### src/core/sleep_power_map.svh
// Register offsets, field positions and timing counts of the sleep and power controller
`ifndef SLEEP_POWER_MAP_SVH
`define SLEEP_POWER_MAP_SVH
`define REG_BOD_OFS 8'h00
`define REG_SLP_OFS 8'h04
`define REG_GATE_OFS 8'h08
`define REG_STAT_OFS 8'h0c
`define BOD_OFF_BIT 1
`define BOD_UNLK_BIT 0
`define PUD_BIT 6
`define SE_BIT 5
`define SM_HI 4
`define SM_LO 3
`define ISC_HI 1
`define ISC_LO 0
`define TIMER_GATE_BIT 1
`define CONV_GATE_BIT 0
`define BOD_RD_MASK 8'h03
`define SLP_RD_MASK 8'h7b
`define GATE_RD_MASK 8'h03
`define REG_RESET 8'h00
`define BOD_UNLOCK_CYCLES 3'h4
`define BROWNOUT_SLEEP_OFF_SET_SPAN 3'h3
`define BROWNOUT_SLEEP_OFF_AGE_END 3'h6
`define CLK_PERIOD_NS 25
`define BOD_WAKE_NS 60000
`define BOD_WAKE_CYCLES ((`BOD_WAKE_NS + `CLK_PERIOD_NS - 1) / `CLK_PERIOD_NS)
`define TOUT_SHORT_US 4
`define TOUT_LONG_US 64000
`define TOUT_CYC(us) (((us) * 1000) / `CLK_PERIOD_NS)
`define RESP_OKAY 2'h0
`define RESP_SLVERR 2'h2
`endif

### src/core/sleep_power_pkg.sv
// Types shared by the sleep and power controller
package sleep_power_pkg;
  typedef enum logic [1:0] {
    MODE_IDLE = 2'h0,
    MODE_NOISE = 2'h1,
    MODE_PDOWN = 2'h2,
    MODE_RSVD = 2'h3
  } sleep_mode_t;
  typedef enum logic [1:0] {
    ST_ACTIVE = 2'h0,
    ST_SLEEP = 2'h1,
    ST_WAKE = 2'h3
  } pwr_state_t;
endpackage : sleep_power_pkg

### src/core/reset_stretch.sv
// Delay counter that stretches the internal reset after all sources release
`timescale 1ns/100ps
`include "sleep_power_map.svh"
module reset_stretch import sleep_power_pkg::*; #(
  parameter logic [21:0] TOUT_SHORT = 22'(`TOUT_CYC(`TOUT_SHORT_US)),
  parameter logic [21:0] TOUT_LONG = 22'(`TOUT_CYC(`TOUT_LONG_US))
) (
  // Clock and reset
  input wire logic core_clk,
  input wire logic reset,
  // Reset sources and fuses
  input wire logic resetSrcAny,
  input wire logic [1:0] startupTimeFuses,
  input wire logic [1:0] clockSelFuses,
  // Stretched reset
  output logic internalReset,
  output logic resumeAtVector
);
  logic [21:0] delayCnt_r;
  logic stretch_r;

  function automatic logic [21:0] toutCycles(input logic [1:0] startup_time_fuses, input logic [1:0] clock_select_fuses);
    logic [21:0] base;
    base = 22'h1;
    case (startup_time_fuses)
      2'h0: base = 22'h1;
      2'h1: base = TOUT_SHORT;
      default: base = TOUT_LONG;
    endcase
    // Slow-starting clock sources get an extra short span on top
    if (clock_select_fuses[1]) begin
      base = base + TOUT_SHORT;
    end
    return base;
  endfunction : toutCycles

  always_ff @(posedge core_clk) begin
    if (reset || resetSrcAny) begin
      stretch_r <= 1'b1;
      delayCnt_r <= toutCycles(startupTimeFuses, clockSelFuses);
    end else if (delayCnt_r > 22'h1) begin
      delayCnt_r <= delayCnt_r - 22'h1;
    end else begin
      delayCnt_r <= 22'h0;
      stretch_r <= 1'b0;
    end
  end

  assign internalReset = stretch_r;
  assign resumeAtVector = stretch_r && delayCnt_r <= 22'h1 && !resetSrcAny && !reset;
endmodule : reset_stretch

### src/core/sleep_power_control.sv
// Sleep mode, brown-out sleep disable, clock gating and reset control with AXI4-Lite registers
// Functional notes
// - Arm brown-out off: write both, then off-only
// - Off bit takes effect three cycles later
// - Hardware clears off bit after three cycles
// - Detector off only if sleep while active
// - Sleep only when sleep enable bit set
// - Mode field: idle, noise, power-down, reserved
// - Reserved bits read as zero
// - Timer gate freezes timer, resumes unchanged
// - Converter gate stops clock, comparator unavailable
// - Reset loads initial values, restart at vector
// - Ports reset at once, without clock
// - Delay counter stretches internal reset
// - Converter stays on in sleep; extended conversion; code stops its clock in power-down
// - Power-down disables comparator unless using reference
// - Input buffers off when both clocks stopped; code does it in power-down only, keeping wake inputs on
// - Fuse-enabled detector stays on in sleep
// - Enabled watchdog keeps running in sleep
// - Reference on when any user needs it
// - Detector re-enabled on wake before execution
// - Gated peripheral frozen, register access blocked
`timescale 1ns/100ps
`include "sleep_power_map.svh"
module sleep_power_control import sleep_power_pkg::*; #(
  parameter logic [21:0] TOUT_SHORT = 22'(`TOUT_CYC(`TOUT_SHORT_US)),
  parameter logic [21:0] TOUT_LONG = 22'(`TOUT_CYC(`TOUT_LONG_US))
) (
  // Clock and reset
  input wire logic core_clk,
  input wire logic reset,
  // AXI4-Lite write
  input wire logic awvalid,
  output logic awready,
  input wire logic [7:0] awaddr,
  input wire logic wvalid,
  output logic wready,
  input wire logic [31:0] wdata,
  input wire logic [3:0] wstrb,
  output logic bvalid,
  input wire logic bready,
  output logic [1:0] bresp,
  // AXI4-Lite read
  input wire logic arvalid,
  output logic arready,
  input wire logic [7:0] araddr,
  output logic rvalid,
  input wire logic rready,
  output logic [31:0] rdata,
  output logic [1:0] rresp,
  // Processor core
  input wire logic sleepInstr,
  input wire logic wakeEvent,
  output logic cpuHalt,
  output logic resumeAtVector,
  // Reset sources and fuses
  input wire logic resetSrcAny,
  input wire logic [1:0] startupTimeFuses,
  input wire logic [1:0] clockSelFuses,
  input wire logic brownoutLevelFusesOn,
  output logic internalReset,
  output logic ioPortReset,
  // Peripheral status in
  input wire logic converterEnabled,
  input wire logic convStart,
  input wire logic comparatorWanted,
  input wire logic comparatorUsesRef,
  input wire logic watchdogEnabled,
  input wire logic [5:0] wakeInputNeeded,
  // Clock and power controls out
  output logic cpuClkEn,
  output logic ioClkEn,
  output logic mainOscEn,
  output logic timerClkEn,
  output logic converterClkEn,
  output logic timerRegAccessOk,
  output logic converterRegAccessOk,
  output logic comparatorEnable,
  output logic extendedConvNext,
  output logic bodEnable,
  output logic refEnable,
  output logic watchdogRun,
  output logic [5:0] inputBufEn,
  output logic pullupGlobalOff,
  output logic [1:0] extIrqSense
);

  localparam logic [11:0] WAKE_CYC = 12'(`BOD_WAKE_CYCLES);

  logic regRst;
  logic [7:0] slpCtl_r, gate_r;
  logic [2:0] unlockLeft_r, bodsAge_r;
  logic awHeld_r, wHeld_r, bvalid_r, rvalid_r;
  logic [7:0] awAddr_r, wData_r, rByte_r;
  logic wLane_r;
  logic [1:0] bresp_r, rresp_r;
  logic wrEv, wrBod, bodsBit, bodsActive;
  pwr_state_t state_r, state_nxt;
  sleep_mode_t mode_r;
  logic bodOff_r, extConv_r, convEnPrev_r;
  logic [11:0] wakeCnt_r;
  logic asleepPd, asleepNoise, asleepAny;

  function automatic logic isMapped(input logic [7:0] a);
    return a == `REG_BOD_OFS || a == `REG_SLP_OFS || a == `REG_GATE_OFS || a == `REG_STAT_OFS;
  endfunction : isMapped

  function automatic sleep_mode_t decodeMode(input logic [7:0] ctl);
    return sleep_mode_t'({ctl[`SM_HI], ctl[`SM_LO]});
  endfunction : decodeMode

  reset_stretch #(
    .TOUT_SHORT(TOUT_SHORT),
    .TOUT_LONG(TOUT_LONG)
  ) reset_stretch_i (
    .core_clk(core_clk),
    .reset(reset),
    .resetSrcAny(resetSrcAny),
    .startupTimeFuses(startupTimeFuses),
    .clockSelFuses(clockSelFuses),
    .internalReset(internalReset),
    .resumeAtVector(resumeAtVector)
  );

  // Registers return to initial values for the whole stretched reset
  assign regRst = reset || internalReset;
  // Pure combinational path so the ports go safe even with no clock
  assign ioPortReset = resetSrcAny || internalReset;

  // Write channel: address and data taken in either order
  assign awready = !awHeld_r && !bvalid_r;
  assign wready = !wHeld_r && !bvalid_r;
  assign wrEv = awHeld_r && wHeld_r && !bvalid_r;
  assign bvalid = bvalid_r;
  assign bresp = bresp_r;

  always_ff @(posedge core_clk) begin
    if (reset) begin
      awHeld_r <= 1'b0;
      wHeld_r <= 1'b0;
      awAddr_r <= 8'h00;
      wData_r <= 8'h00;
      wLane_r <= 1'b0;
    end else begin
      if (awvalid && awready) begin
        awHeld_r <= 1'b1;
        awAddr_r <= awaddr;
      end else if (wrEv) begin
        awHeld_r <= 1'b0;
      end
      if (wvalid && wready) begin
        wHeld_r <= 1'b1;
        wData_r <= wdata[7:0];
        wLane_r <= wstrb[0];
      end else if (wrEv) begin
        wHeld_r <= 1'b0;
      end
    end
  end

  always_ff @(posedge core_clk) begin
    if (reset) begin
      bvalid_r <= 1'b0;
      bresp_r <= `RESP_OKAY;
    end else if (wrEv) begin
      bvalid_r <= 1'b1;
      bresp_r <= isMapped(awAddr_r) ? `RESP_OKAY : `RESP_SLVERR;
    end else if (bready) begin
      bvalid_r <= 1'b0;
    end
  end

  // Read channel: one outstanding read
  assign arready = !rvalid_r;
  assign rvalid = rvalid_r;
  assign rdata = {24'h000000, rByte_r};
  assign rresp = rresp_r;

  always_ff @(posedge core_clk) begin
    if (reset) begin
      rvalid_r <= 1'b0;
      rByte_r <= 8'h00;
      rresp_r <= `RESP_OKAY;
    end else if (arvalid && arready) begin
      rvalid_r <= 1'b1;
      rresp_r <= isMapped(araddr) ? `RESP_OKAY : `RESP_SLVERR;
      case (araddr)
        `REG_BOD_OFS: rByte_r <= {6'h00, bodsBit, unlockLeft_r != 3'h0} & `BOD_RD_MASK;
        `REG_SLP_OFS: rByte_r <= slpCtl_r & `SLP_RD_MASK;
        `REG_GATE_OFS: rByte_r <= gate_r & `GATE_RD_MASK;
        `REG_STAT_OFS: rByte_r <= {2'h0, bodsActive, extConv_r, bodOff_r, mode_r, asleepAny};
        default: rByte_r <= 8'h00;
      endcase
    end else if (rready) begin
      rvalid_r <= 1'b0;
    end
  end

  // Control and clock-gate registers
  always_ff @(posedge core_clk) begin
    if (regRst) begin
      slpCtl_r <= `REG_RESET;
      gate_r <= `REG_RESET;
    end else if (wrEv && wLane_r) begin
      if (awAddr_r == `REG_SLP_OFS) begin
        slpCtl_r <= wData_r & `SLP_RD_MASK;
      end
      if (awAddr_r == `REG_GATE_OFS) begin
        gate_r <= wData_r & `GATE_RD_MASK;
      end
    end
  end

  assign pullupGlobalOff = slpCtl_r[`PUD_BIT];
  assign extIrqSense = {slpCtl_r[`ISC_HI], slpCtl_r[`ISC_LO]};

  // Brown-out sleep-off timed sequence
  assign wrBod = wrEv && wLane_r && awAddr_r == `REG_BOD_OFS;

  always_ff @(posedge core_clk) begin
    if (regRst) begin
      unlockLeft_r <= 3'h0;
    end else if (wrBod && wData_r[`BOD_OFF_BIT] && wData_r[`BOD_UNLK_BIT]) begin
      unlockLeft_r <= `BOD_UNLOCK_CYCLES;
    end else if (unlockLeft_r != 3'h0) begin
      unlockLeft_r <= unlockLeft_r - 3'h1;
    end
  end

  // Age 1..3 the bit reads set, 4..6 it is in force, then gone
  always_ff @(posedge core_clk) begin
    if (regRst) begin
      bodsAge_r <= 3'h0;
    end else if (wrBod && wData_r[`BOD_OFF_BIT] && !wData_r[`BOD_UNLK_BIT]
                 && unlockLeft_r != 3'h0) begin
      bodsAge_r <= 3'h1;
    end else if (bodsAge_r == `BROWNOUT_SLEEP_OFF_AGE_END) begin
      bodsAge_r <= 3'h0;
    end else if (bodsAge_r != 3'h0) begin
      bodsAge_r <= bodsAge_r + 3'h1;
    end
  end

  assign bodsBit = bodsAge_r != 3'h0 && bodsAge_r <= `BROWNOUT_SLEEP_OFF_SET_SPAN;
  assign bodsActive = bodsAge_r > `BROWNOUT_SLEEP_OFF_SET_SPAN;

  // Sleep state machine
  always_comb begin
    state_nxt = state_r;
    case (state_r)
      ST_ACTIVE: begin
        if (sleepInstr && slpCtl_r[`SE_BIT] && decodeMode(slpCtl_r) != MODE_RSVD) begin
          state_nxt = ST_SLEEP;
        end
      end
      ST_SLEEP: begin
        if (wakeEvent) begin
          state_nxt = bodOff_r ? ST_WAKE : ST_ACTIVE;
        end
      end
      ST_WAKE: begin
        if (wakeCnt_r == 12'h000) begin
          state_nxt = ST_ACTIVE;
        end
      end
      default: state_nxt = ST_ACTIVE;
    endcase
  end

  always_ff @(posedge core_clk) begin
    if (regRst) begin
      state_r <= ST_ACTIVE;
      mode_r <= MODE_IDLE;
      bodOff_r <= 1'b0;
    end else begin
      state_r <= state_nxt;
      if (state_r == ST_ACTIVE && state_nxt == ST_SLEEP) begin
        mode_r <= decodeMode(slpCtl_r);
        bodOff_r <= bodsActive;
      end else if (state_r == ST_WAKE && state_nxt == ST_ACTIVE) begin
        bodOff_r <= 1'b0;
      end
    end
  end

  // Detector needs settling time before code runs again
  always_ff @(posedge core_clk) begin
    if (regRst) begin
      wakeCnt_r <= 12'h000;
    end else if (state_r == ST_SLEEP && wakeEvent) begin
      wakeCnt_r <= WAKE_CYC - 12'h001;
    end else if (wakeCnt_r != 12'h000) begin
      wakeCnt_r <= wakeCnt_r - 12'h001;
    end
  end

  assign asleepAny = state_r == ST_SLEEP;
  assign asleepPd = asleepAny && mode_r == MODE_PDOWN;
  assign asleepNoise = asleepAny && mode_r == MODE_NOISE;

  assign cpuHalt = state_r != ST_ACTIVE || internalReset;
  assign cpuClkEn = !cpuHalt;
  assign ioClkEn = !(asleepPd || asleepNoise);
  assign mainOscEn = !asleepPd;
  // Frozen clocks keep peripheral state intact across the gate
  assign timerClkEn = ioClkEn && !gate_r[`TIMER_GATE_BIT];
  assign converterClkEn = !asleepPd && !gate_r[`CONV_GATE_BIT];
  assign timerRegAccessOk = !gate_r[`TIMER_GATE_BIT];
  assign converterRegAccessOk = !gate_r[`CONV_GATE_BIT];
  assign comparatorEnable = comparatorWanted && !gate_r[`CONV_GATE_BIT]
                            && !(asleepPd && !comparatorUsesRef);
  // Fuse-enabled detector stays on, except the armed sleep
  assign bodEnable = brownoutLevelFusesOn && !(asleepAny && bodOff_r);
  assign refEnable = bodEnable || (comparatorEnable && comparatorUsesRef)
                     || converterEnabled;
  assign watchdogRun = watchdogEnabled;
  assign inputBufEn = (asleepPd && !converterClkEn) ? wakeInputNeeded : 6'h3f;

  // Re-enabled converter owes an extended conversion; set wins over clear
  always_ff @(posedge core_clk) begin
    if (regRst) begin
      convEnPrev_r <= 1'b0;
      extConv_r <= 1'b1;
    end else begin
      convEnPrev_r <= converterEnabled;
      if (converterEnabled && !convEnPrev_r) begin
        extConv_r <= 1'b1;
      end else if (convStart) begin
        extConv_r <= 1'b0;
      end
    end
  end
  assign extendedConvNext = extConv_r;
endmodule : sleep_power_control

### config.mk
export PLATFORM = sky130hd
export DESIGN_NAME = sleep_power_control
export DESIGN_NICKNAME = d
export VERILOG_FILES = /design/src/core/sleep_power_pkg.sv /design/src/core/reset_stretch.sv /design/src/core/sleep_power_control.sv
export VERILOG_INCLUDE_DIRS = /design/src /design/src/core
export SDC_FILE = /design/constraint.sdc
export NUM_CORES = 1
export LEC_CHECK = 0
export ABC_AREA = 1
export ABC_CLOCK_PERIOD_IN_PS = 1550
export BUFFER_PORTS_ARGS = -buffer_cell sky130_fd_sc_hd__buf_2
export CAP_MARGIN = 20
export CORE_MARGIN = 2
export CORE_UTILIZATION = 39
export CTS_CLUSTER_DIAMETER = 30
export CTS_CLUSTER_SIZE = 14
export DETAILED_ROUTE_END_ITERATION = 10
export PLACE_DENSITY = 0.68
export SLEW_MARGIN = 15
export SYNTH_ARGS = -nofsm -noshare
export SYNTH_HDL_FRONTEND = slang
export SYNTH_HIERARCHICAL = 1
export SYNTH_SLANG_ARGS = --single-unit
### constraint.sdc
create_clock -name core_clk -period 1.55 [get_ports core_clk]
set_input_delay 0.31 -clock core_clk [delete_from_list [all_inputs] [get_ports core_clk]]
set_output_delay 0.31 -clock core_clk [all_outputs]
set_load 0.05 [all_outputs]
==> results by group <==
Floorplanning
  • Die Wd: approximately 110 µm
  • Row cnt: 39
  • Top-level I/O count: ~140
  • DIE HEIGHT: 112 µm
  • Starting Density: around two fifths
  • CORE AREA: 11400 µm²
  • Die Area: about 13000 µm²

Run status
  • Status: finished with violations
  • Violated checks: negative setup slack

Finish
  • Sequential cell area: about 1700 µm²
  • Fillers: ~1100
  • Multi-input gate area: 2620 µm²
  • Area grow syn2layout: 31.7%
  • ANT cells: 0
  • Most frequent cells in the layout: 129 x nand2_1, 102 x nor2_1, 77 x dfxtp_1
  • Fin cells: 930
  • Commonest non-fill, non-tap cell in the layout: nand2_1
  • Final Util: between 50 and 60%
  • Final Instance Area: around 6000 µm²
  • Share of layout cells above drive strength 1: a little under a third
  • Nets: about 870

Drt
  • Vias: ~4400
  • Initial detailed-routing violation count: 199
  • Via/cell ratio: 4.69
  • DRT antenna net count: 0
  • First-pass iteration count of the detailed router: 4
  • Routed wire per std cell: ~12 µm
  • DRC Markers: 0
  • Final wirelength: around 11 mm

Global route
  • Total Routing Usage GR: between 10% and 20%
  • Grt ovf: 0
  • Vias in the first global route: 3946
  • Largest net degree at the start of global routing: 21
  • Initial antenna violation count: 0
  • First-pass GRT wire length: 18.2 mm

Worst setup path
  • Crit Path Class: reg2out
  • R2r setup slk: 0 ns
  • Worst-path fanout max: 3
  • Setup crit end kind: output port
  • WP data arrival: around 1.6 ns
  • R2r worst-path depth: 10
  • Worst path required time: ~1.2 ns
  • CP Launch Type: register

Timing
  • Clk_skew: between 0.009 and 0.01 ns
  • Setup WS post-layout: -0.319 ns
  • Fin crit share: 121%
  • Final min period: 1.87 ns
  • Max Fclk: ~0.53 GHz
  • Final hold vios: 0
  • Final hold slack: between 0.2 and 0.25 ns
  • Setup Viol. Count Final: 16
  • RSZ-0062 raised after global routing: yes
  • Setup_tns: -2.75 ns
  • Slew Viols, Final: 0

Clocking
  • Latest clock arrival within the worst-skew pair: around 0.34 ns
  • Clock transition at path regs: ~0.070 ns
  • CTS H-tree lvls: 3
  • Root Buffer: clkbuf_16
  • Deepest clock path buffer count: 2
  • TritonCTS Buffers: 9
  • CTS sink count: 84
  • CTS tree: built
  • Hold buffers post-CTS: 0

Min path
  • Hold path cells: 4
  • Worst hold path class: in2reg

Synthesis
  • Top FF cell, synth: dfxtp_1
  • YS warnings: 6
  • Avg Cell Area, Syn: 6.93 µm²
  • EDFF count, synth: 0
  • Synthesized cell area: around 4500 µm²
  • Mapped Cells: between 600 and 700
  • Synth async-reset ratio: 0%
  • Yosys reg bits: 84
  • Synth unique cells: between 40 and 50
  • Sequential area share after synthesis: a little under two fifths

Pwr
  • Worst vdd ir: approximately 680 µV
  • Pwr per Cell Area: approximately 930 nW/µm²
  • Leakage: 2.74 nW
  • Total Power: between 5 and 6 mW

Place
  • PortBufs: 84
  • RePlAce Congestion: ~0.84
  • Post-placement cell area: 5300 µm²
  • Placed Cells: 903
  • Worst slack, placed: -0.106 ns
  • Post-DP HPWL: 8.06 mm

Flow run
  • Max Cap Viol: 0
worst max-delay path, stage by stage (launching register included):
cell     delay [ns]
dfxtp_1        0.33
nor2_1         0.19
nand2_2        0.13
nor2_4         0.16
nand3_4        0.09
a21oi_4        0.15
buf_6          0.17
kinds of logic after synthesis:
logic type                 after synthesis  synth area share [%]
xor gates and xnor gates                12                  2.31
other                                    1                0.0825
DFF                                     84                  37.0
adders and majority gates               12                  3.30
buffers and inverters                  112                  12.1
and+or+nand+nor                        349                  35.1
AOI/OAI and AO/OA                       86                  10.1
sequential cells by signal (all words and copies together) (netlist names), 2 cells and up:
register                    flops
state_r                         2
wakeCnt_r                      12
awAddr_r                        8
mode_r                          2
slpCtl_r                        6
unlockLeft_r                    3
reset_stretch_i/delayCnt_r     22
gate_r                          2
wData_r                         6
bodsAge_r                       3
rByte_r                         7
per-layer routing:
| metal | GRT usage, % | vias to the layer above | wire length (µm) |
|---|---|---|---|
| li1 | - | 2297 | - |
| met1 | 22.6 | 1950 | 5200 |
| met2 | 29.4 | 107 | 5210 |
| met3 | 4.19 | 11 | 628 |
| met4 | 6.02 | 0 | 153 |
| met5 | 0 | - | 0 |
cells in the mapped netlist, drive strengths merged (2+ instances only):
cell / count / area share, %
inv: 70 / 5.8
or2: 11 / 1.5
o21ai: 35 / 3.9
a21oi: 43 / 4.7
nand4: 10 / 1.5
ha: 12 / 3.3
dfxtp: 84 / 37
xnor2: 5 / 0.96
clkinv: 2 / 0.19
clkbuf: 3 / 0.25
nor2: 127 / 12
buf: 37 / 5.9
nand3: 47 / 6.0
a31oi: 2 / 0.28
nand3b: 2 / 0.33
nand2: 141 / 12
nor3: 10 / 1.8
xor2: 7 / 1.3
timing repair:
item | in CTS | in global routing
gates cloned | 1 | 2
setup endpoints to repair | 16 | 39
setup buffers | 6 | 2
pin swaps | 8 | 7
gates resized for setup | 82 | 16
power breakdown:
part / total, mW / switching, mW / internal, mW
clock network: 2.24 / 0.927 / 1.31
logic: 1.01 / 0.681 / 0.330
registers: 2.32 / 0.0711 / 2.25
path summary, 6_finish.rpt:
kind,start,endpoint
max,reset_stretch_i/delayCnt_r[2],resumeAtVector
min,bready,bvalid
max reg2reg,reset_stretch_i/delayCnt_r[2],reset_stretch_i/delayCnt_r[21]
min reg2reg,unlockLeft_r[0],unlockLeft_r[0]
final cells by class:
cell class | count | area share, %
inverter | 72 | 4.64
tap | 143 | 2.99
clock buffer | 10 | 3.99
sequential | 84 | 28.4
multi-input combinational | 489 | 43.8
timing repair buffer | 126 | 14.9
clock inverter | 6 | 1.19
Note: power is estimated with default switching activity, not from simulation.
